<file path="config.mk">
export PLATFORM = sky130hd
export DESIGN_NAME = ssi_position_encoder_emulation
export DESIGN_NICKNAME = d
export VERILOG_FILES = /design/src/ssi_emul_pkg.sv /design/src/ssi_pos_fifo.sv /design/src/ssi_shift_reg.sv /design/src/ssi_position_encoder_emulation.sv
export VERILOG_INCLUDE_DIRS = /design/src
export SDC_FILE = /design/constraint.sdc
export NUM_CORES = 1
export LEC_CHECK = 0
export ABC_AREA = 1
export BUFFER_PORTS_ARGS = -buffer_cell sky130_fd_sc_hd__buf_2
export CORE_MARGIN = 2
export CORE_UTILIZATION = 40
export CTS_CLUSTER_SIZE = 30
export DETAILED_ROUTE_END_ITERATION = 16
export HOLD_SLACK_MARGIN = 0.12
export PLACE_DENSITY = 0.55
export SYNTH_ARGS = -nofsm -noshare
export SYNTH_HDL_FRONTEND = slang
export SYNTH_HIERARCHICAL = 1
export SYNTH_SLANG_ARGS = --single-unit
</file>
<file path="constraint.sdc">
create_clock -name clk_i -period 3.9 [get_ports clk_i]
set_clock_uncertainty 0.15 [all_clocks]
set_input_delay 0.78 -clock clk_i [delete_from_list [all_inputs] [get_ports clk_i]]
set_output_delay 0.78 -clock clk_i [all_outputs]
set_load 0.01 [all_outputs]
</file>
<file path="src/ssi_emul_cfg.svh">
// Constants for the SSI position output block
// Function
// - Output only when emulation select is 10
// - Position computed from cyclic absolute feedback
// - At most 32 bits per transfer
// - Leading 12..16 revolution bits, LSB last
// - Fixed 16-bit in-turn resolution field follows
// - Gray or binary coding by setting
// - Timing configurable to evaluator clock rate
// - Value rises for clockwise shaft rotation, for counterclockwise with count_ccw set
`ifndef SSI_EMUL_CFG_SVH
`define SSI_EMUL_CFG_SVH

`define SSI_MODE_SSI        4'hA
`define SSI_FOLLOW_SSI      5'h19
`define SSI_WORD_MAX        32
`define SSI_RES_BITS        16
`define SSI_REV_MIN         5'h0C
`define SSI_REV_MAX         5'h10
`define SSI_CLK_HZ          100000000
`define SSI_TIMEOUT_NS      20000
`define SSI_TIMEOUT_CYC     ((`SSI_TIMEOUT_NS * (`SSI_CLK_HZ / 1000000)) / 1000)
`define SSI_FIFO_DEPTH      8

`endif

</file>
<file path="src/ssi_emul_pkg.sv">
// Types for the SSI position output block
package ssi_emul_pkg;

	typedef struct packed {
		logic [15:0] turns;
		logic [15:0] angle;
	} position_t;

	typedef struct packed {
		logic [3:0] emulation_function_select;
		logic [4:0] rev_bits;
		logic       gray_code;
		logic       count_ccw;
		logic [7:0] timeout_scale;
	} ssi_cfg_t;

	typedef enum logic [1:0] {
		ST_IDLE  = 2'b00,
		ST_SHIFT = 2'b01,
		ST_DONE  = 2'b10
	} ssi_state_t;

endpackage : ssi_emul_pkg

</file>
<file path="src/ssi_pos_fifo.sv">
// Small valid/ready FIFO for position samples
`timescale 1ns/1ps
`default_nettype none
module ssi_pos_fifo #(
	parameter int WIDTH = 32,
	parameter int DEPTH = 8
) (
	input  wire logic             clk_i,
	input  wire logic             resetn_i,
	input  wire logic [WIDTH-1:0] in_data_i,
	input  wire logic             in_valid_i,
	output logic                  in_ready_o,
	output logic      [WIDTH-1:0] out_data_o,
	output logic                  out_valid_o,
	input  wire logic             out_ready_i
);
	localparam int AW = $clog2(DEPTH);

	logic [WIDTH-1:0] mem [DEPTH];
	logic [AW-1:0]    wr_ptr;
	logic [AW-1:0]    rd_ptr;
	logic [AW:0]      count;
	logic             push;
	logic             pop;

	assign in_ready_o  = (count != (AW+1)'(DEPTH));
	assign out_valid_o = (count != '0);
	assign push        = in_valid_i && in_ready_o;
	assign pop         = out_valid_o && out_ready_i;
	assign out_data_o  = mem[rd_ptr];

	always_ff @(posedge clk_i) begin
		if (push) begin
			mem[wr_ptr] <= in_data_i;
		end
	end

	always_ff @(posedge clk_i or negedge resetn_i) begin
		if (!resetn_i) begin
			wr_ptr <= '0;
			rd_ptr <= '0;
			count  <= '0;
		end else begin
			if (push) begin
				wr_ptr <= (wr_ptr == AW'(DEPTH-1)) ? '0 : wr_ptr + 1'b1;
			end
			if (pop) begin
				rd_ptr <= (rd_ptr == AW'(DEPTH-1)) ? '0 : rd_ptr + 1'b1;
			end
			count <= count + (AW+1)'(push) - (AW+1)'(pop);
		end
	end

	a_fifo_no_overflow: assert property (@(posedge clk_i) disable iff (!resetn_i)
		push && !pop |=> count == $past(count) + 1'b1)
		else $error("fifo count did not rise on push");
endmodule : ssi_pos_fifo
`default_nettype wire

</file>
<file path="src/ssi_shift_reg.sv">
// Load-and-shift register for the SSI word
`timescale 1ns/1ps
`default_nettype none
module ssi_shift_reg (
	input  wire logic        clk_i,
	input  wire logic        resetn_i,
	input  wire logic        load_i,
	input  wire logic [31:0] word_i,
	input  wire logic        shift_i,
	output logic             bit_o
);
	logic [31:0] sreg;

	always_ff @(posedge clk_i or negedge resetn_i) begin
		if (!resetn_i) begin
			sreg <= 32'hFFFFFFFF;
		end else if (load_i) begin
			sreg <= word_i;
		end else if (shift_i) begin
			sreg <= {sreg[30:0], 1'b0};
		end
	end

	assign bit_o = sreg[31];
endmodule : ssi_shift_reg
`default_nettype wire

</file>
<file path="src/ssi_position_encoder_emulation.sv">
// SSI absolute encoder emulation, device side
`timescale 1ns/1ps
`default_nettype none
`include "ssi_emul_cfg.svh"
module ssi_position_encoder_emulation #(
	parameter int TIMEOUT_CYC = `SSI_TIMEOUT_CYC
) (
	input  wire logic                    clk_i,
	input  wire logic                    resetn_i,
	input  wire ssi_emul_pkg::position_t fb_pos_i,
	input  wire logic                    fb_valid_i,
	output logic                         fb_ready_o,
	input  wire ssi_emul_pkg::ssi_cfg_t  cfg_i,
	input  wire logic                    ssi_clk_i,
	output logic                         ssi_data_o,
	output logic                         ssi_data_oe_o,
	output logic                         busy_o
);
	import ssi_emul_pkg::*;

	// ==========================================================
	// Functions
	function automatic logic [31:0] to_gray(input logic [31:0] v);
		to_gray = v ^ (v >> 1);
	endfunction : to_gray

	function automatic logic [4:0] clamp_rev(input logic [4:0] r);
		if (r < `SSI_REV_MIN) begin
			clamp_rev = `SSI_REV_MIN;
		end else if (r > `SSI_REV_MAX) begin
			clamp_rev = `SSI_REV_MAX;
		end else begin
			clamp_rev = r;
		end
	endfunction : clamp_rev

	// ==========================================================
	// Clock pin synchroniser and edge detect
	logic sclk_meta;
	logic sclk_sync;
	logic sclk_prev;
	logic sclk_fall;
	logic sclk_rise;

	always_ff @(posedge clk_i or negedge resetn_i) begin
		if (!resetn_i) begin
			sclk_meta <= 1'b1;
			sclk_sync <= 1'b1;
			sclk_prev <= 1'b1;
		end else begin
			sclk_meta <= ssi_clk_i;
			sclk_sync <= sclk_meta;
			sclk_prev <= sclk_sync;
		end
	end

	assign sclk_fall = sclk_prev && !sclk_sync;
	assign sclk_rise = !sclk_prev && sclk_sync;

	// ==========================================================
	// Position intake and word build
	position_t   pos_out;
	logic        pos_valid;
	logic        pos_ready;
	position_t   cur_pos;
	logic [31:0] next_word;
	logic [4:0]  rev_n;
	logic [31:0] raw;
	logic        enabled;

	assign enabled = (cfg_i.emulation_function_select == `SSI_MODE_SSI);

	ssi_pos_fifo #(
		.WIDTH($bits(position_t)),
		.DEPTH(`SSI_FIFO_DEPTH)
	) u_fifo (
		.clk_i      (clk_i),
		.resetn_i   (resetn_i),
		.in_data_i  (fb_pos_i),
		.in_valid_i (fb_valid_i),
		.in_ready_o (fb_ready_o),
		.out_data_o (pos_out),
		.out_valid_o(pos_valid),
		.out_ready_i(pos_ready)
	);

	assign pos_ready = 1'b1;

	// Latest absolute sample from feedback
	always_ff @(posedge clk_i or negedge resetn_i) begin
		if (!resetn_i) begin
			cur_pos <= '0;
		end else if (pos_valid) begin
			cur_pos <= pos_out;
		end
	end

	// Word layout: revolutions then 16-bit angle, left aligned
	always_comb begin
		logic [31:0] turns_ext;
		logic [31:0] full;
		turns_ext = 32'h00000000;
		full      = 32'h00000000;
		rev_n     = clamp_rev(cfg_i.rev_bits);
		if (cfg_i.count_ccw) begin
			full = {16'h0000 - cur_pos.turns - 16'(cur_pos.angle != 16'h0000),
				16'h0000 - cur_pos.angle};
		end else begin
			full = {cur_pos.turns, cur_pos.angle};
		end
		turns_ext = 32'(full[31:16] & 16'((17'h1 << rev_n) - 17'h1));
		raw       = (turns_ext << `SSI_RES_BITS) | 32'(full[15:0]);
		if (cfg_i.gray_code) begin
			raw = to_gray(raw);
		end
		next_word = raw << (5'(`SSI_REV_MAX) - rev_n);
	end

	// ==========================================================
	// Transfer sequencer
	ssi_state_t  state;
	logic [5:0]  bit_cnt;
	logic [5:0]  word_len;
	logic [31:0] idle_cnt;
	logic [31:0] timeout_lim;
	logic        load;
	logic        shift;
	logic        timed_out;
	logic        sreg_bit;

	assign word_len    = 6'(`SSI_RES_BITS) + 6'(rev_n);
	assign timeout_lim = 32'(TIMEOUT_CYC) * (32'(cfg_i.timeout_scale) + 32'h1);
	assign timed_out   = (idle_cnt >= timeout_lim);
	assign load        = enabled && (state == ST_IDLE) && sclk_fall;
	assign shift       = (state == ST_SHIFT) && sclk_rise && (bit_cnt != 6'h00);

	always_ff @(posedge clk_i or negedge resetn_i) begin
		if (!resetn_i) begin
			state   <= ST_IDLE;
			bit_cnt <= 6'h00;
		end else begin
			unique case (state)
				ST_IDLE: begin
					if (load) begin
						state   <= ST_SHIFT;
						bit_cnt <= word_len;
					end
				end
				ST_SHIFT: begin
					if (!enabled || timed_out) begin
						state <= ST_IDLE;
					end else if (shift) begin
						bit_cnt <= bit_cnt - 6'h01;
						if (bit_cnt == 6'h01) begin
							state <= ST_DONE;
						end
					end
				end
				ST_DONE: begin
					if (timed_out || !enabled) begin
						state <= ST_IDLE;
					end
				end
				default: begin
					state <= ST_IDLE;
				end
			endcase
		end
	end

	// Clock-quiet counter for monoflop timeout
	always_ff @(posedge clk_i or negedge resetn_i) begin
		if (!resetn_i) begin
			idle_cnt <= 32'h00000000;
		end else if (state == ST_IDLE || sclk_fall || sclk_rise || !sclk_sync) begin
			idle_cnt <= 32'h00000000;
		end else if (!timed_out) begin
			idle_cnt <= idle_cnt + 32'h1;
		end
	end

	ssi_shift_reg u_sreg (
		.clk_i   (clk_i),
		.resetn_i(resetn_i),
		.load_i  (load),
		.word_i  (next_word),
		.shift_i (shift),
		.bit_o   (sreg_bit)
	);

	// Data output registered; idle and done show high/low per SSI
	always_ff @(posedge clk_i or negedge resetn_i) begin
		if (!resetn_i) begin
			ssi_data_o <= 1'b1;
		end else if (state == ST_DONE) begin
			ssi_data_o <= 1'b0;
		end else if (state == ST_SHIFT) begin
			ssi_data_o <= sreg_bit;
		end else begin
			ssi_data_o <= 1'b1;
		end
	end

	assign ssi_data_oe_o = enabled;
	assign busy_o        = (state != ST_IDLE);

	// ==========================================================
	// Assertions
	a_mode_gate: assert property (@(posedge clk_i) disable iff (!resetn_i)
		!enabled |-> !ssi_data_oe_o && !load)
		else $error("output active outside SSI mode");
	a_load_first_edge: assert property (@(posedge clk_i) disable iff (!resetn_i)
		state == ST_IDLE && enabled && sclk_fall |=> state == ST_SHIFT && bit_cnt == $past(word_len))
		else $error("first clock edge did not start transfer");
	a_len_bound: assert property (@(posedge clk_i) disable iff (!resetn_i)
		word_len >= 6'h1C && word_len <= 6'h20)
		else $error("word length out of range");
	a_bit_count: assert property (@(posedge clk_i) disable iff (!resetn_i)
		shift && !timed_out && enabled |=> bit_cnt == $past(bit_cnt) - 6'h01)
		else $error("bit counter not stepped");
	a_word_hold: assert property (@(posedge clk_i) disable iff (!resetn_i)
		state == ST_SHIFT && !shift && !load |=> $stable(sreg_bit))
		else $error("word changed mid transfer");
	a_res_field: assert property (@(posedge clk_i) disable iff (!resetn_i)
		!cfg_i.gray_code && !cfg_i.count_ccw && rev_n == 5'h10 |-> next_word[15:0] == cur_pos.angle)
		else $error("resolution field misplaced");
	a_gray_code: assert property (@(posedge clk_i) disable iff (!resetn_i)
		cfg_i.gray_code && !cfg_i.count_ccw && rev_n == 5'h10
		|-> next_word == (32'(cur_pos) ^ (32'(cur_pos) >> 1)))
		else $error("gray coding wrong");
	a_rev_lsb: assert property (@(posedge clk_i) disable iff (!resetn_i)
		!cfg_i.gray_code && !cfg_i.count_ccw && rev_n == 5'h0C
		|-> next_word[23:20] == cur_pos.turns[3:0] && next_word[19:4] == cur_pos.angle)
		else $error("revolution LSB not before angle");
	a_cw_count: assert property (@(posedge clk_i) disable iff (!resetn_i)
		pos_valid && !cfg_i.count_ccw |=> cur_pos == $past(pos_out))
		else $error("position not tracked");
	a_timeout_idle: assert property (@(posedge clk_i) disable iff (!resetn_i)
		state == ST_DONE && timed_out |=> state == ST_IDLE)
		else $error("timeout did not return to idle");

	// Frame cut short by a quiet clock must not hang in shift
	a_abort_idle: assert property (@(posedge clk_i) disable iff (!resetn_i)
		state == ST_SHIFT && timed_out |=> state == ST_IDLE)
		else $error("cut frame did not return to idle");

	// Monoflop phase drives low, idle drives high
	a_done_low: assert property (@(posedge clk_i) disable iff (!resetn_i)
		state == ST_DONE |=> !ssi_data_o)
		else $error("data not low after last bit");
	a_idle_high: assert property (@(posedge clk_i) disable iff (!resetn_i)
		state == ST_IDLE |=> ssi_data_o)
		else $error("data not high in idle");

	// Reversed count is the two's complement of the position
	a_ccw_negate: assert property (@(posedge clk_i) disable iff (!resetn_i)
		cfg_i.count_ccw && !cfg_i.gray_code && rev_n == 5'h10
		|-> next_word == 32'h00000000 - 32'(cur_pos))
		else $error("reversed count wrong");

	// Most significant bit leaves first, straight after the latch
	a_msb_first: assert property (@(posedge clk_i) disable iff (!resetn_i)
		load |=> sreg_bit == $past(next_word[31]))
		else $error("first bit is not the MSB");
	a_data_follows: assert property (@(posedge clk_i) disable iff (!resetn_i)
		state == ST_SHIFT |=> ssi_data_o == $past(sreg_bit))
		else $error("pin does not follow shift register");

	c_transfer: cover property (@(posedge clk_i) disable iff (!resetn_i) state == ST_SHIFT ##1 state == ST_DONE);
	c_gray: cover property (@(posedge clk_i) disable iff (!resetn_i) load && cfg_i.gray_code);
	c_abort: cover property (@(posedge clk_i) disable iff (!resetn_i) state == ST_SHIFT && timed_out);
	c_ccw: cover property (@(posedge clk_i) disable iff (!resetn_i) load && cfg_i.count_ccw);
endmodule : ssi_position_encoder_emulation
`default_nettype wire

</file>
==> impl_metrics.ini <==
[worst_setup_path]
crit-reg2reg-launch = cur_pos[0]$_DFFE_PN0P_
arrival_time_reported_for_the_critical_path_endpoint_ns = 6.25
critical_path.startpoint_type = input pin
timing.critical_path.slowest_cell_delay_ns = 0.50
crit_slowest_cell = sky130_fd_sc_hd__fa_1
cp_max_fo = 6
cpMostUsedCell = sky130_fd_sc_hd__inv_2
worstSetupEndpointType = flip-flop
criticalPathCategory = input pin to flip-flop
crit_required_ns = 4.22
worstSetupStartpoint = cfg_i[0]

[global_route]
first_global_vias = 17187
grt_first_pass_wirelength_um = 88130
grt_remaining_overflow = 0
grt_antenna_before_repair = 3
grt.total_usage_pct = 18.96
maximum_number_of_pins_on_one_net_before_global_route_repair = 131

[placement]
place.port_buffers = 58
detailedPlacementHpwl_um = 34170
gpl.final_weighted_congestion = 0.8487

[sta]
holdWs_ns = 0.1237
finalMaxSlewViolations = 0
number_of_failing_hold_endpoints_at_the_final_stage = 0
report.final.setup_viol = 29
fin_setup_tns_ns = -56.66
fmaxAchievable_ghz = 0.1686
postLayoutSetupSlackWorst_ns = -2.031
post-route-period-util_pct = 152.1
final.min_clock_period_ns = 5.931
setup_repair_after_global_routing_missed_its_margin = true
worst-slew-pin-transition_ns = 0.9326
slew_headroom_pct = 37.82

[drt]
drt_iter0_markers = 882
dr_wl_met2_um = 25330
route.met3.wl_um = 2455
antenna_nets_post_route = 0
remaining_drc_errors = 0
routed.top_layer = met5
routedWlPerCell_um = 14.57
viasPerCell = 4.788
dr_total_vias = 17562
routed_wirelength_um = 53430
dr.pass1.iters = 5
m1WireLength_um = 24820

[clock_network]
clock_tree.root_cell = sky130_fd_sc_hd__clkbuf_16
cts.sinks = 374
clkSlewWorstSetupHoldPaths_ns = 0.06
ctsLongestPathBuffers = 3
htreeDepth = 2
worstSkewPairLatency_ns = 0.58
cts_tree = built
tritoncts.num_buffers = 43

[finish]
mostFrequentLayoutCells = sky130_fd_sc_hd__nand2_1 (853), sky130_fd_sc_hd__inv_1 (458), sky130_fd_sc_hd__nand3_1 (352), sky130_fd_sc_hd__edfxtp_1 (256), sky130_fd_sc_hd__buf_4 (117)
flow.area_growth_from_synthesis_pct = 17.09
final_util_pct = 47.45
final_common_cell = sky130_fd_sc_hd__nand2_1
nets = 3055
drive_gt1_share_pct = 14.94

[floorplanning]
die_y_extent_um = 240.5
initial_utilization_pct = 40.52
die_area_um2 = 57830
core_um2 = 55200
floorplan.die.width_um = 240.5
placementRows = 86
floorplan.io_pins = 59

[synth]
synth_ff_type = sky130_fd_sc_hd__edfxtp_1
netlist_instances = 2759
synth_cell_types = 49
post_synthesis_mean_instance_area_um2 = 8.107
number_of_enable_type_register_cells_in_the_synthesized_netlist = 256
syn-cell-area_um2 = 22370
asyncSetResetFlopFracSynth_pct = 31.55
synth_register_bits = 374
synthesis_warnings = 6
synth_seq_area_share_pct = 47.77

[min_path]
holdCritPathClass = input pin to async pin

[power]
fin_total_pwr_uw = 18570
power.density_cell_area_nw_per_um2 = 708.9
cellLeakagePower_uw = 0.01245
ir_drop_v = 0.0006411

[run]
max_cap_violations = 0

[outcome]
outcome = complete, but fails checks
violated_checks = negative setup slack
[per-layer routing]
| metal | track usage [%] | up-vias |
|---|---|---|
| met5 | 0 | - |
| met4 | 4.160 | 6 |
| met3 | 2.974 | 67 |
| met2 | 32.26 | 286 |
| met1 | 25.46 | 8184 |
| li1 | - | 9019 |
[synth_stat cells (22+ instances only)]
library cell,n,share of area (%)
sky130_fd_sc_hd__a21oi_1,54,1.2
sky130_fd_sc_hd__buf_2,64,1.4
sky130_fd_sc_hd__clkbuf_1,28,0.47
sky130_fd_sc_hd__dfrtp_1,82,9.2
sky130_fd_sc_hd__dfstp_2,36,4.2
sky130_fd_sc_hd__edfxtp_1,256,34
sky130_fd_sc_hd__fa_1,22,2.0
sky130_fd_sc_hd__ha_1,94,5.3
sky130_fd_sc_hd__inv_1,472,7.9
sky130_fd_sc_hd__nand2_1,871,15
sky130_fd_sc_hd__nand3_1,363,8.1
sky130_fd_sc_hd__nand4_1,22,0.62
sky130_fd_sc_hd__nor2_1,94,1.6
sky130_fd_sc_hd__nor3_1,29,0.65
sky130_fd_sc_hd__o21ai_0,73,1.6
sky130_fd_sc_hd__o21ai_1,29,0.65
sky130_fd_sc_hd__xor2_1,47,1.8
[registers in the layout, indices dropped and copies added, names as in the netlist]
| register | cells |
|---|---|
| bit_cnt | 6 |
| u_fifo/wr_ptr | 3 |
| sclk_sync | 1 |
| ssi_data_o | 1 |
| sclk_meta | 1 |
| cur_pos | 32 |
| idle_cnt | 32 |
| state | 2 |
| u_fifo/mem | 256 |
| u_fifo/rd_ptr | 3 |
| u_fifo/count | 4 |
| sclk_prev | 1 |
| u_sreg/sreg | 32 |
[report_power, final]
part           switching [uW]  internal, uW  leakage (uW)
logic                    5740          3400       0.00802
registers                 305          5130       0.00375
clock network            1630          2370      0.000676
[worst paths after layout]
path	slack, ns	cells after the start	to
setup / recovery	-2.03	36	bit_cnt[3]$_DFFE_PN0P_
hold / removal	0.12	1	idle_cnt[5]$_DFFE_PN0P_
setup reg to reg	0.35	24	u_sreg/sreg[19]$_DFFE_PN1P_
hold reg to reg	0.21	0	sclk_sync$_DFF_PN1_
max in group asynchronous	2.59	2	u_sreg/sreg[1]$_DFFE_PN1P_
min in group clk_i	0.21	0	sclk_sync$_DFF_PN1_
[critical path, delay by kind of cell]
family / cells / cell delay, ns
fa+ha+maj: 6 / 2.29
simple gates: 11 / 1.29
xor+xnor: 1 / 0.13
buf+inv: 8 / 0.61
compound gates: 10 / 1.13
[per-stage QoR]
| stage | instances | setup slack [ns] | area, um^2 |
|---|---|---|---|
| after floorplan | 2761 | -2.312 | 22540 |
| after global routing | 3667 | -2.354 | 26190 |
| after CTS | 3661 | -1.974 | 25850 |
| final | 3668 | -2.031 | 26190 |
| after global placement | 3568 | -2.642 | 24130 |
| after detailed placement | 3568 | -2.778 | 24130 |
[cell families after synthesis]
kind of cell,after synthesis,share of synthesized area [%]
xor gates and xnor gates,66,2.719
muxes,3,0.1454
adders and majority gates,116,7.227
buffers and inverters,593,10.61
DFF,374,47.77
AOI/OAI and AO/OA,185,4.497
and+or+nand+nor,1421,27.01
other,1,0.01677
[what timing repair did]
item	4_1_cts	5_1_grt
gates resized for setup	47	70
hold endpoints to repair	1	0
gates cloned	1	0
hold buffers	1	0
setup endpoints to repair	29	44
pin swaps	36	42
buffers inserted	11	6
[area by class of cell]
| class | count | area, um^2 |
|---|---|---|
| antenna | 1 | 2.502 |
| clock buffer | 63 | 1212 |
| clock inverter | 17 | 201.4 |
| fill | 5341 | 29010 |
| inverter | 485 | 1826 |
| multi-input combinational | 1795 | 9988 |
| sequential | 374 | 10690 |
| tap | 748 | 935.9 |
| timing repair buffer | 185 | 1334 |
(Power assumes the default switching activity.)
